File: src/hpa_pkg.sv
// Package of constants and types for the host port assignment block.
package hpa_pkg;

  localparam int NUM_PORTS = 4;
  localparam int NUM_CFGS = 8;
  localparam int CODE_W = 3;
  localparam int DELAY_W = 8;

  // Owner encoding of one downstream port.
  typedef enum logic [1:0] {
    HPA_HOST_ONE = 2'h0,
    HPA_HOST_TWO = 2'h1,
    HPA_NO_OWNER = 2'h2
  } hpa_owner_e;

  // Method strap codes.
  localparam logic [2:0] STRAP_EMBEDDED = 3'h0;
  localparam logic [2:0] STRAP_LEVEL = 3'h2;
  localparam logic [2:0] STRAP_EDGE_A = 3'h4;
  localparam logic [2:0] STRAP_EDGE_B = 3'h5;

  typedef enum logic [1:0] {
    HPA_MODE_EMBEDDED,
    HPA_MODE_LEVEL,
    HPA_MODE_EDGE,
    HPA_MODE_OFF
  } hpa_mode_e;

  // Built-in embedded table: port1 in bits 1:0 up to port4 in bits 7:6.
  localparam logic [7:0] EMB_CFG0 = 8'h00;
  localparam logic [7:0] EMB_CFG1 = 8'h55;
  localparam logic [7:0] EMB_CFG2 = 8'h50;
  localparam logic [7:0] EMB_CFG3 = 8'h40;
  localparam logic [7:0] EMB_CFG4 = 8'h15;
  localparam logic [7:0] EMB_CFG5 = 8'h01;
  localparam logic [7:0] EMB_CFG6 = 8'h90;
  localparam logic [7:0] EMB_CFG7 = 8'h80;

  // Timing: least high pulse width and the length of one delay-timer unit.
  localparam int CLK_PERIOD_NS = 40;
  localparam int MIN_HIGH_NS = 100;
  localparam int MIN_HIGH_CYC = (MIN_HIGH_NS + CLK_PERIOD_NS - 1) / CLK_PERIOD_NS;
  localparam int TICK_US = 1;
  localparam int TICK_CYC = (TICK_US * 1000) / CLK_PERIOD_NS;
  localparam int TICK_W = 6;
  localparam int HIGH_W = 3;

endpackage

File: src/hpa_pin_if.sv
// Interface carrying one synchronised select pin and its accepted-edge pulse.
`timescale 1ns/10ps
`default_nettype none
interface hpa_pin_if;
  logic pin_sync;
  logic edge_pulse;
  modport filt (input pin_sync, output edge_pulse);
  modport core (output pin_sync, input edge_pulse);
endinterface
`default_nettype wire

File: src/hpa_edge_filter.sv
// Pulse-width glitch filter for one select pin in edge-triggered operation.
`timescale 1ns/10ps
`default_nettype none
module hpa_edge_filter (
  input wire logic clk_sys_i,
  input wire logic rst_b_i,
  input wire logic enable_i,
  input wire logic tick_i,
  input wire logic [hpa_pkg::DELAY_W-1:0] low_ticks_i,
  hpa_pin_if.filt pin
);

  logic [hpa_pkg::HIGH_W-1:0] high_cnt_reg;
  logic [hpa_pkg::DELAY_W-1:0] low_cnt_reg;
  logic armed_reg;
  logic fired_reg;
  logic edge_reg;

  wire high_long = high_cnt_reg >= hpa_pkg::HIGH_W'(hpa_pkg::MIN_HIGH_CYC - 1);
  wire low_long = low_cnt_reg >= low_ticks_i;
  wire accept = enable_i && armed_reg && !fired_reg && pin.pin_sync && high_long;

  always_ff @(posedge clk_sys_i) begin
    if (!rst_b_i || !enable_i) begin
      high_cnt_reg <= '0;
      low_cnt_reg <= '0;
      armed_reg <= 1'b1;
      fired_reg <= 1'b0;
      edge_reg <= 1'b0;
    end else begin
      edge_reg <= accept;
      if (pin.pin_sync) begin
        low_cnt_reg <= '0;
        if (!high_long) high_cnt_reg <= high_cnt_reg + 1'b1;
        if (accept) fired_reg <= 1'b1;
      end else begin
        high_cnt_reg <= '0;
        // Low time is counted in delay-timer ticks; a short low does not re-arm.
        if (tick_i && !low_long) low_cnt_reg <= low_cnt_reg + 1'b1;
        if (fired_reg && low_long) begin
          fired_reg <= 1'b0;
          armed_reg <= 1'b1;
        end else if (fired_reg) begin
          armed_reg <= 1'b0;
        end
      end
    end
  end

  assign pin.edge_pulse = edge_reg;

  a_one_accept_per_pulse: assert property (@(posedge clk_sys_i) disable iff (!rst_b_i)
    edge_reg |=> !edge_reg) else $error("edge accepted twice in a row");
  a_high_min_width: assert property (@(posedge clk_sys_i) disable iff (!rst_b_i)
    accept |-> $past(pin.pin_sync, 1) && $past(pin.pin_sync, 2)) else $error("edge taken on short pulse");

endmodule
`default_nettype wire

File: src/hpa_port_assign.sv
// Top of the host port assignment block: pin sync, mode, delay and owner state.
//
// How it works
// - Select pins are ignored while reset is held.
// - Embedded mode decodes only the three low select pins.
// - Codes 0-3 map to the built-in owner tables for ports 1-4.
// - Codes 4-7 map to the built-in owner tables, port 4 unassigned in 6-7.
// - Each embedded table entry can be overridden by a loaded value.
// - Embedded and level assignments apply only after the programmable delay.
// - Level mode: pin n low gives port n+1 to host one, high to two.
// - An edge counts only when its high pulse lasts at least 100 ns.
// - After an edge, a low of the delay-timer length must pass.
// - With unassigned support, edges cycle host one, host two, none.
// - Without unassigned support, edges toggle host one and host two.
// - Edge mode starts with every port owned by host one.
// - Method straps are captured at reset release and select the mode.
// - Level mode has no unassigned state; edge modes do.
`timescale 1ns/10ps
`default_nettype none
module hpa_port_assign #(
  parameter int TICK_CYCLES = hpa_pkg::TICK_CYC,
  // Edge modes may leave a port unassigned; clear this for a plain two-host toggle.
  parameter bit EDGE_NO_OWNER = 1'b1
) (
  input wire logic clk_sys_i,
  input wire logic rst_b_i,
  input wire logic [hpa_pkg::NUM_PORTS-1:0] owner_select_pins_i,
  input wire logic method_strap_bit0_i,
  input wire logic method_strap_bit1_i,
  input wire logic method_strap_bit2_i,
  input wire logic [hpa_pkg::DELAY_W-1:0] delay_timer_i,
  input wire logic [hpa_pkg::NUM_CFGS-1:0] cfg_override_en_i,
  input wire logic [hpa_pkg::NUM_CFGS*8-1:0] cfg_override_i,
  output logic [hpa_pkg::NUM_PORTS*2-1:0] port_owner_o,
  output logic [1:0] mode_o
);

  ////////////////////////////////////////////////////////////////////////////
  // Strap capture and mode.

  logic in_reset_reg;
  logic [2:0] strap_reg;
  hpa_pkg::hpa_mode_e mode_reg;
  hpa_pkg::hpa_mode_e mode_next;

  always_comb begin
    unique case (strap_reg)
      hpa_pkg::STRAP_EMBEDDED: mode_next = hpa_pkg::HPA_MODE_EMBEDDED;
      hpa_pkg::STRAP_LEVEL: mode_next = hpa_pkg::HPA_MODE_LEVEL;
      hpa_pkg::STRAP_EDGE_A, hpa_pkg::STRAP_EDGE_B: mode_next = hpa_pkg::HPA_MODE_EDGE;
      default: mode_next = hpa_pkg::HPA_MODE_OFF;
    endcase
  end

  // Straps are caught on the first clock after release, never under reset.
  always_ff @(posedge clk_sys_i) begin
    if (!rst_b_i) begin
      in_reset_reg <= 1'b1;
      strap_reg <= '0;
    end else if (in_reset_reg) begin
      in_reset_reg <= 1'b0;
      strap_reg <= {method_strap_bit2_i, method_strap_bit1_i, method_strap_bit0_i};
    end
  end

  always_ff @(posedge clk_sys_i) begin
    if (!rst_b_i || in_reset_reg) mode_reg <= hpa_pkg::HPA_MODE_OFF;
    else mode_reg <= mode_next;
  end

  wire running = !in_reset_reg && (mode_reg != hpa_pkg::HPA_MODE_OFF);
  wire edge_mode = mode_reg == hpa_pkg::HPA_MODE_EDGE;

  ////////////////////////////////////////////////////////////////////////////
  // Synchronisers and delay-timer tick.

  logic [hpa_pkg::NUM_PORTS-1:0] sync1_reg;
  logic [hpa_pkg::NUM_PORTS-1:0] sync2_reg;

  always_ff @(posedge clk_sys_i) begin
    if (!rst_b_i) begin
      sync1_reg <= '0;
      sync2_reg <= '0;
    end else begin
      sync1_reg <= owner_select_pins_i;
      sync2_reg <= sync1_reg;
    end
  end

  logic [hpa_pkg::TICK_W-1:0] tick_cnt_reg;
  wire tick = tick_cnt_reg == hpa_pkg::TICK_W'(TICK_CYCLES - 1);

  always_ff @(posedge clk_sys_i) begin
    if (!rst_b_i || tick) tick_cnt_reg <= '0;
    else tick_cnt_reg <= tick_cnt_reg + 1'b1;
  end

  ////////////////////////////////////////////////////////////////////////////
  // Embedded and level target, held for the switching delay.

  function automatic logic [7:0] emb_default(input logic [2:0] code);
    case (code)
      3'h0: emb_default = hpa_pkg::EMB_CFG0;
      3'h1: emb_default = hpa_pkg::EMB_CFG1;
      3'h2: emb_default = hpa_pkg::EMB_CFG2;
      3'h3: emb_default = hpa_pkg::EMB_CFG3;
      3'h4: emb_default = hpa_pkg::EMB_CFG4;
      3'h5: emb_default = hpa_pkg::EMB_CFG5;
      3'h6: emb_default = hpa_pkg::EMB_CFG6;
      default: emb_default = hpa_pkg::EMB_CFG7;
    endcase
  endfunction

  wire [2:0] emb_code = sync2_reg[hpa_pkg::CODE_W-1:0];
  wire [7:0] emb_table = cfg_override_en_i[emb_code] ? cfg_override_i[emb_code*8 +: 8]
                                                     : emb_default(emb_code);
  wire [7:0] level_map = {1'b0, sync2_reg[3], 1'b0, sync2_reg[2],
                          1'b0, sync2_reg[1], 1'b0, sync2_reg[0]};
  wire [7:0] target = (mode_reg == hpa_pkg::HPA_MODE_LEVEL) ? level_map : emb_table;

  logic [7:0] pending_reg;
  logic [hpa_pkg::DELAY_W-1:0] wait_reg;

  ////////////////////////////////////////////////////////////////////////////
  // Edge filters, one per pin.

  logic [hpa_pkg::NUM_PORTS-1:0] edge_hit;

  for (genvar p = 0; p < hpa_pkg::NUM_PORTS; p++) begin : g_pin
    hpa_pin_if pin_bus ();
    assign pin_bus.pin_sync = sync2_reg[p];
    assign edge_hit[p] = pin_bus.edge_pulse;
    hpa_edge_filter u_filt (
      .clk_sys_i(clk_sys_i),
      .rst_b_i(rst_b_i),
      .enable_i(running && edge_mode),
      .tick_i(tick),
      .low_ticks_i(delay_timer_i),
      .pin(pin_bus)
    );
  end

  ////////////////////////////////////////////////////////////////////////////
  // Owner state.

  // Without unassigned support host two falls straight back to host one.
  function automatic logic [1:0] next_owner(input logic [1:0] cur, input logic allow_none);
    unique case (cur)
      2'(hpa_pkg::HPA_HOST_ONE): next_owner = 2'(hpa_pkg::HPA_HOST_TWO);
      2'(hpa_pkg::HPA_HOST_TWO): begin
        if (allow_none) next_owner = 2'(hpa_pkg::HPA_NO_OWNER);
        else next_owner = 2'(hpa_pkg::HPA_HOST_ONE);
      end
      default: next_owner = 2'(hpa_pkg::HPA_HOST_ONE);
    endcase
  endfunction

  logic [7:0] owner_reg;
  logic [7:0] owner_edge_next;

  always_comb begin
    owner_edge_next = owner_reg;
    for (int p = 0; p < hpa_pkg::NUM_PORTS; p++) begin
      if (edge_hit[p]) owner_edge_next[p*2 +: 2] = next_owner(owner_reg[p*2 +: 2], EDGE_NO_OWNER);
    end
  end

  always_ff @(posedge clk_sys_i) begin
    if (!rst_b_i || !running) begin
      owner_reg <= '0;
      pending_reg <= '0;
      wait_reg <= '0;
    end else if (edge_mode) begin
      owner_reg <= owner_edge_next;
    end else if (target != pending_reg) begin
      // Any change restarts the delay, so a bouncing switch settles first.
      pending_reg <= target;
      wait_reg <= '0;
    end else if (wait_reg < delay_timer_i) begin
      if (tick) wait_reg <= wait_reg + 1'b1;
    end else begin
      owner_reg <= pending_reg;
    end
  end

  assign port_owner_o = owner_reg;
  assign mode_o = mode_reg;

  a_emb_delay_hold: assert property (@(posedge clk_sys_i) disable iff (!rst_b_i)
    (running && !edge_mode && $changed(owner_reg)) |-> $past(wait_reg) >= $past(delay_timer_i))
    else $error("owner changed before switching delay");
  a_level_no_owner: assert property (@(posedge clk_sys_i) disable iff (!rst_b_i)
    (mode_reg == hpa_pkg::HPA_MODE_LEVEL) |-> (owner_reg & 8'haa) == 8'h00)
    else $error("unassigned state in level mode");
  a_edge_cycle: assert property (@(posedge clk_sys_i) disable iff (!rst_b_i)
    (EDGE_NO_OWNER && edge_mode && running && edge_hit[0] && owner_reg[1:0] == 2'h1) |=> owner_reg[1:0] == 2'h2)
    else $error("host two did not advance to unassigned");
  a_reset_owner: assert property (@(posedge clk_sys_i)
    !rst_b_i |=> owner_reg == 8'h00) else $error("owners not host one after reset");

  ////////////////////////////////////////////////////////////////////////////
  // Checks on the two-host toggle, idle edges and the method choice.

  a_edge_toggle: assert property (@(posedge clk_sys_i) disable iff (!rst_b_i)
    (!EDGE_NO_OWNER && edge_mode && running && edge_hit[0] && owner_reg[1:0] == 2'h1) |=> owner_reg[1:0] == 2'h0)
    else $error("host two did not return to host one");
  a_toggle_no_owner: assert property (@(posedge clk_sys_i) disable iff (!rst_b_i)
    (!EDGE_NO_OWNER && edge_mode) |-> (owner_reg & 8'haa) == 8'h00)
    else $error("unassigned state without unassigned support");
  a_edge_idle_hold: assert property (@(posedge clk_sys_i) disable iff (!rst_b_i)
    (edge_mode && running && edge_hit == '0) |=> $stable(owner_reg))
    else $error("owner moved without an accepted edge");
  a_off_owner: assert property (@(posedge clk_sys_i) disable iff (!rst_b_i)
    (mode_reg == hpa_pkg::HPA_MODE_OFF) |-> owner_reg == 8'h00)
    else $error("owner set while no method is active");
  a_mode_stable: assert property (@(posedge clk_sys_i) disable iff (!rst_b_i)
    running |=> $stable(mode_reg))
    else $error("method changed outside reset");

endmodule
`default_nettype wire

File: config.mk
export PLATFORM = sky130hd
export DESIGN_NAME = hpa_port_assign
export DESIGN_NICKNAME = d
export VERILOG_FILES = /design/src/hpa_pkg.sv /design/src/hpa_pin_if.sv /design/src/hpa_edge_filter.sv /design/src/hpa_port_assign.sv
export SDC_FILE = /design/constraint.sdc
export NUM_CORES = 1
export LEC_CHECK = 0
export BUFFER_PORTS_ARGS = -buffer_cell sky130_fd_sc_hd__buf_4
export CORE_ASPECT_RATIO = 1.5
export CORE_UTILIZATION = 33
export DETAILED_ROUTE_END_ITERATION = 10
export PLACE_DENSITY_LB_ADDON = 0.3
export SYNTH_ARGS = -nofsm -noshare
export SYNTH_HDL_FRONTEND = slang
export SYNTH_SLANG_ARGS = --single-unit
File: constraint.sdc
create_clock -name clk_sys_i -period 3.91 [get_ports clk_sys_i]
set_input_delay 0.391 -clock clk_sys_i [delete_from_list [all_inputs] [get_ports clk_sys_i]]
set_output_delay 0.391 -clock clk_sys_i [all_outputs]
set_load 0.01 [all_outputs]
-- After elaboration in Yosys (flattened, before gate mapping)
Index checks and enable logic that the tools add are counted.
- flip-flop bits (word level): 100
- input port bits: 89
- output and inout bits: 10
- word-level logic and storage cells: 208
- shift-type cells: 1
- mux-type cells: 41
- $lt $le $gt $ge: 10
- $add $sub $neg: 10
- reduce and logical (&&, ||, !) cells: 81
- eq/ne operators: 28
- bitwise logic cells: 5
- operators with widths (kind ; count):
    2-to-1 mux 8 bit ; 8
    indexed part select 64 x 7 -> 8 bit ; 1
    one-hot mux 8 bit (7 select lines) ; 1
    adder 8 x 1 -> 8 bit, second input constant ; 5
    greater-or-equal comparator 8 bit ; 4
    logical AND 1 bit ; 26
    2-to-1 mux 1 bit ; 22
    nonzero test 2 bit ; 10
    AND reduction 2 bit ; 9
    OR reduction 2 bit ; 9
    inequality test 2 x 1 -> 1 bit, second input constant ; 8
    one-hot mux 2 bit (2 select lines) ; 4
    == test 3 bit, second input constant ; 5
    AND reduction 3 bit ; 5
    adder 3 x 1 -> 3 bit, second input constant ; 4
    greater-or-equal comparator 3 x 2 -> 1 bit, second input constant ; 4
    logical NOT 1 bit ; 12
    == test 2 x 1 -> 1 bit, second input constant ; 5
    == test 3 x 2 -> 1 bit, second input constant ; 3
    logical NOT 2 bit ; 4
    < comparator 8 bit ; 1
    2-to-1 mux 2 bit ; 4
    inequality test 8 bit ; 1
    adder 6 x 1 -> 6 bit, second input constant ; 1
    10 further kinds ; 20

-- Depth between registers and ports, before layout
- word-level depth: 9
- depth in mapped cells: 12
- depth with buffers taken out: 11

-- Modules after synthesis
From an unflattened synthesis, not the netlist that was laid out.
- cell total of the unflattened synthesis: 801
- area total of the unflattened synthesis: 6796.5 um^2
- modules (own cells, without submodules) (module ; sequential area each (um^2) ; times used ; area each (um^2) ; cells each):
    hpa_port_assign ; 880.8 ; 1 ; 3418.3 ; 397
    hpa_edge_filter ; 280.3 ; 4 ; 844.6 ; 101

-- Worst setup path before layout
OpenSTA, ideal clock, no wires.
- path type: register to register
- start: reg g_pin[1].u_filt.low_cnt_reg[0] in the netlist's numbering
- end: reg g_pin[1].u_filt.low_cnt_reg[6] in the netlist's numbering
- path slack: 989 ps
- path buffers: 1
- required time: 3840 ps
- period minus slack after synthesis: 2921 ps
- library setup time: 70 ps
- arrival: 2851 ps
- cell stages (with the launch flop): 13
- cell sequence: dfxtp_1 inv_1 ha_1 nand2b_1 a21o_1 a21o_1 a21o_1 a21o_1 a2111oi_0 nor3_1 clkbuf_1 or4_1 a21oi_1
- word-level cells in the longest chain between the ends: 3
- elaborated cells between the ends (all ways): 4
- classes of those cells: add/sub: 1; order compare: 1; reduce/logical: 2
- ends and longest elaborated chain (element ; RTL line ; RTL):
    start: declaration ; hpa_edge_filter.sv:14 ; logic [hpa_pkg::DELAY_W-1:0] low_cnt_reg;
    start signal: assignment ; hpa_edge_filter.sv:39 ; if (tick_i && !low_long) low_cnt_reg <= low_cnt_reg + 1'b1;
    greater-or-equal comparator 8 bit ; hpa_edge_filter.sv:20 ; wire low_long = low_cnt_reg >= low_ticks_i;
    logical NOT 1 bit ; hpa_edge_filter.sv:39 ;
    logical AND 1 bit ; hpa_edge_filter.sv:39 ;
Several ways; a longest one is shown, not always the timed one.
A chain may end at the register's enable or synchronous reset.

-- Worst setup path in the final report
- start: reg sync2_reg[0] in the netlist's numbering
- end: reg wait_reg[5] in the netlist's numbering
- word-level cells in the longest chain between the ends: 7
- elaborated cells between the ends (all ways): 18
- classes of those cells: eq/ne: 7; shift: 1; mux: 6; reduce/logical: 4
- ends and longest elaborated chain (element ; RTL line ; RTL):
    start: declaration ; hpa_port_assign.sv:78 ; logic [hpa_pkg::NUM_PORTS-1:0] sync2_reg;
    start signal: assignment ; hpa_port_assign.sv:86 ; sync2_reg <= sync1_reg;
    parallel branches: the longest is 3 deep, another holds indexed part select 64 x 7 -> 8 bit ; n/a ;
    2-to-1 mux 8 bit (*) ; hpa_port_assign.sv:119 ; wire [7:0] target = (mode_reg == hpa_pkg::HPA_MODE_LEVEL) ? level_map : emb_table;
    inequality test 8 bit (*) ; hpa_port_assign.sv:175 ; end else if (target != pending_reg) begin
    nonzero test 2 bit (no line) ; n/a ;
    AND reduction 3 bit (no line) ; n/a ;
    end signal: assignment ; hpa_port_assign.sv:180 ; if (tick) wait_reg <= wait_reg + 1'b1;
    end: declaration ; hpa_port_assign.sv:122 ; logic [hpa_pkg::DELAY_W-1:0] wait_reg;
Every way passes the cells marked *. The select of a mux whose other input is x is not followed.

==> run_results.csv <==
group,metric,value,unit
sta,finalSetupViolCount,0,
sta,max_freq,0.3040,GHz
sta,slew_violations,0,
cts,htreeDepth,3,
sta,layout_setup_ws,620.4,ps
logic_synthesis,syn_inst,709,
logic_synthesis,synth_warnings,0,
logic_synthesis,syn_nets,851,
logic_synthesis,synth-async-reset-ratio,0,%
power,p_leak,0.003102,uW
floorplan,num_io_pins,99,
detailed_routing,vias,5411,
logic_synthesis,yosysUniqueCellTypes,62,
cts,cts-resized-gates,0,
run_status,status,"complete, no violations",
logic_synthesis,synth_top_area_share,31.97,%
detailed_routing,drc_errors,0,
placed_design,routabilityCongestion,0.7915,
cts,ctsLongestPathBuffers,2,
cts,root_buffer,"clkbuf_16",
power,pwr_density_cell,293.2,nW/um^2
detailed_routing,first_pass_iters,4,
detailed_routing,totalWireLength,14.90,mm
logic_synthesis,synth_seq_area_share,31.97,%
layout,fin_area,7531,sq um
cts,insertion_delay,350,ps
floorplan,start_util,33.77,%
logic_synthesis,synth_seq_cells,100,
min_path,hold_end,"sync1_reg[0]",
floorplan,die-area,19540,sq um
global_route,grt_usage,15.96,%
logic_synthesis,synth.largest_area_cell,"dfxtp_1",
sta,min_period_over_period,84.13,%
cts,cts.hold.buffers_added,0,
layout,drive_gt1_share,20.15,%
setup_path,crit_arrival,3550,ps
layout,final-seq-area,2003,sq um
detailed_routing,drtAntennaViolNets,0,
flow_run,drv_cap,0,
layout,syn2layout_area_growth,20.26,%
global_route,grt_max_degree,51,
layout,multi_input_area,3981,sq um
min_path,min_delay_path_depth,2,
setup_path,reg2reg_depth,9,
layout,nFillCells,1855,
logic_synthesis,yosysMostFrequentCell,"dfxtp_1",
sta,worstMarginPinSlew,1179,ps
floorplan,die_h,170.7,microns
setup_path,regToRegSetupSlack,620,ps
power,ir_drop,0.0001895,V
placed_design,place_area,7238,sq um
setup_path,crit_required,4170,ps
placed_design,io_buffers,98,
logic_synthesis,synth_edf_count,0,
detailed_routing,drtIter0Drc,151,
logic_synthesis,syn_area,6262,sq um
sta,rsz0062_at_grt,"no",
min_path,min-delay-start,"owner_select_pins_i[0]",
detailed_routing,post_drt_wl_per_cell,14.17,microns
setup_path,critPathLaunchType,"flop",
cts,cts_setup_buffers,0,
sta,setup_tns,0,ps
placed_design,placedCellCount,1035,
logic_synthesis,avgSynthCellArea,8.833,sq um
cts,path_clk_slew,80,ps
floorplan,num_rows,61,
layout,nets,936,
layout,largest_reg_flops,32,
floorplan,core,18550,sq um
cts,cts_tree,"done",
placed_design,dp_hpwl,11.58,mm
logic_synthesis,synth_area_leaders,"dfxtp_1 (32%), ha_1 (11%), mux2i_1 (5.4%)",
global_route,first_global_vias,5313,
min_path,hold_path.class,"in2reg",
global_route,antenna_found_initial,0,
logic_synthesis,ys_top_cells_by_count,"dfxtp_1 (100), nand2_1 (65), nor2_1 (55), ha_1 (53), a21oi_1 (46)",
setup_path,cp_max_fo,27,
sta,hold_viol_final,0,
cts,cts_num_sinks,100,
layout,final_cell_count_no_fill,1051,
layout,diodes,0,
placed_design,pre_cts_ws,577.4,ps
setup_path,reg2reg_to,"wait_reg[5]",
power,power,2208,uW
logic_synthesis,synthFlopType,"dfxtp_1",
cts,numCtsBuffers,9,
global_route,grt_overflow,0,
sta,fin_crit,3290,ps
setup_path,cp-end-kind,"flop",
global_route,grt_pass1_wl,24.86,mm
floorplan,die_width,114.5,microns
sta,slew_headroom,20.78,%
detailed_routing,avgViaCountPerCell,5.148,
setup_path,critPathKind,"reg2reg",
sta,fin_skew,8.674,ps
setup_path,r2r_start,"sync2_reg[0]",
## worst max-delay path: stages (launching register included)
cell	delay (ps)
dfxtp_2	760
mux2i_1	310
a22oi_4	350
nand3_4	150
or4_1	500
nor3b_1	170
nor4_4	330
buf_4	240
nand2_4	80
o311ai_2	280
## layer usage
layer | GRT usage (%) | up-vias | wire (microns)
met4 | 5.929 | 0 | 280
li1 | - | 2763 | -
met2 | 29.20 | 136 | 7702
met3 | 2.940 | 19 | 651
met1 | 18.23 | 2493 | 6262
met5 | 0 | - | 0
## cells in the final DEF, fill, tap and decap left out, types with 6 or more instances in the layout
cell       count
o21ai_1       12
mux4_2        13
and2_1        16
inv_1         28
a21oi_1       46
a21o_1        17
nor3_1        15
nor2b_1        8
xnor2_1       13
mux2i_1       34
nand2b_1      16
nand3_1       32
buf_4        111
or4_1         21
nand4_1        6
o31ai_1       24
or3_1         10
clkbuf_16      9
nand2_1       65
ha_1          53
and3_1         6
dfxtp_1       99
nor2_1        55
## final cells by class
type / count / share of cell area [%]
repair buffers: 111 / 11.06
inverters: 28 / 1.396
multi-input cells: 544 / 52.87
clock inverters: 7 / 0.8972
clock buffers: 9 / 2.991
flip-flops and latches: 100 / 26.60
well taps: 252 / 4.187
## power breakdown
group,switching (uW),internal (uW),total (uW),leakage (uW)
clock network,434,450,884,0.000136
logic,127,149,277,0.00216
registers,18.6,1030,1050,0.000810
total,580,1630,2210,0.00310
## per-stage QoR
stage	utilization [%]	hold slack, ps
6_report	40.61	241.1
2_1_floorplan	-	411.9
3_5_place_dp	39.03	419.9
3_3_place_gp	39.03	415.1
5_1_grt	40.61	225.4
4_1_cts	40.61	228.4
## worst max-delay path by stage
| stage | start | endpoint | slack (ps) |
|---|---|---|---|
| final | sync2_reg[0] | wait_reg[5] | 620 |
| after CTS | sync2_reg[0] | wait_reg[5] | 560 |
| after global routing | sync2_reg[0] | wait_reg[5] | 330 |
| after global placement | sync2_reg[0] | wait_reg[3] | 630 |
| after floorplan | g_pin[1].u_filt.low_cnt_reg[0] | g_pin[1].u_filt.low_cnt_reg[6] | 990 |
| after detailed placement | sync2_reg[0] | wait_reg[5] | 580 |
## logic make-up (layout without fill, tap and decap cells)
logic type	after synthesis	in the layout	synth area share [%]
AOI/OAI and AO/OA	151	151	17.18
xor gates and xnor gates	18	18	2.517
adders and majority gates	53	53	10.59
buffers and inverters	65	155	4.455
DFF	100	100	31.97
muxes	49	49	10.47
and+or+nand+nor	273	273	22.82
Note: power is estimated with default switching activity, not from simulation.
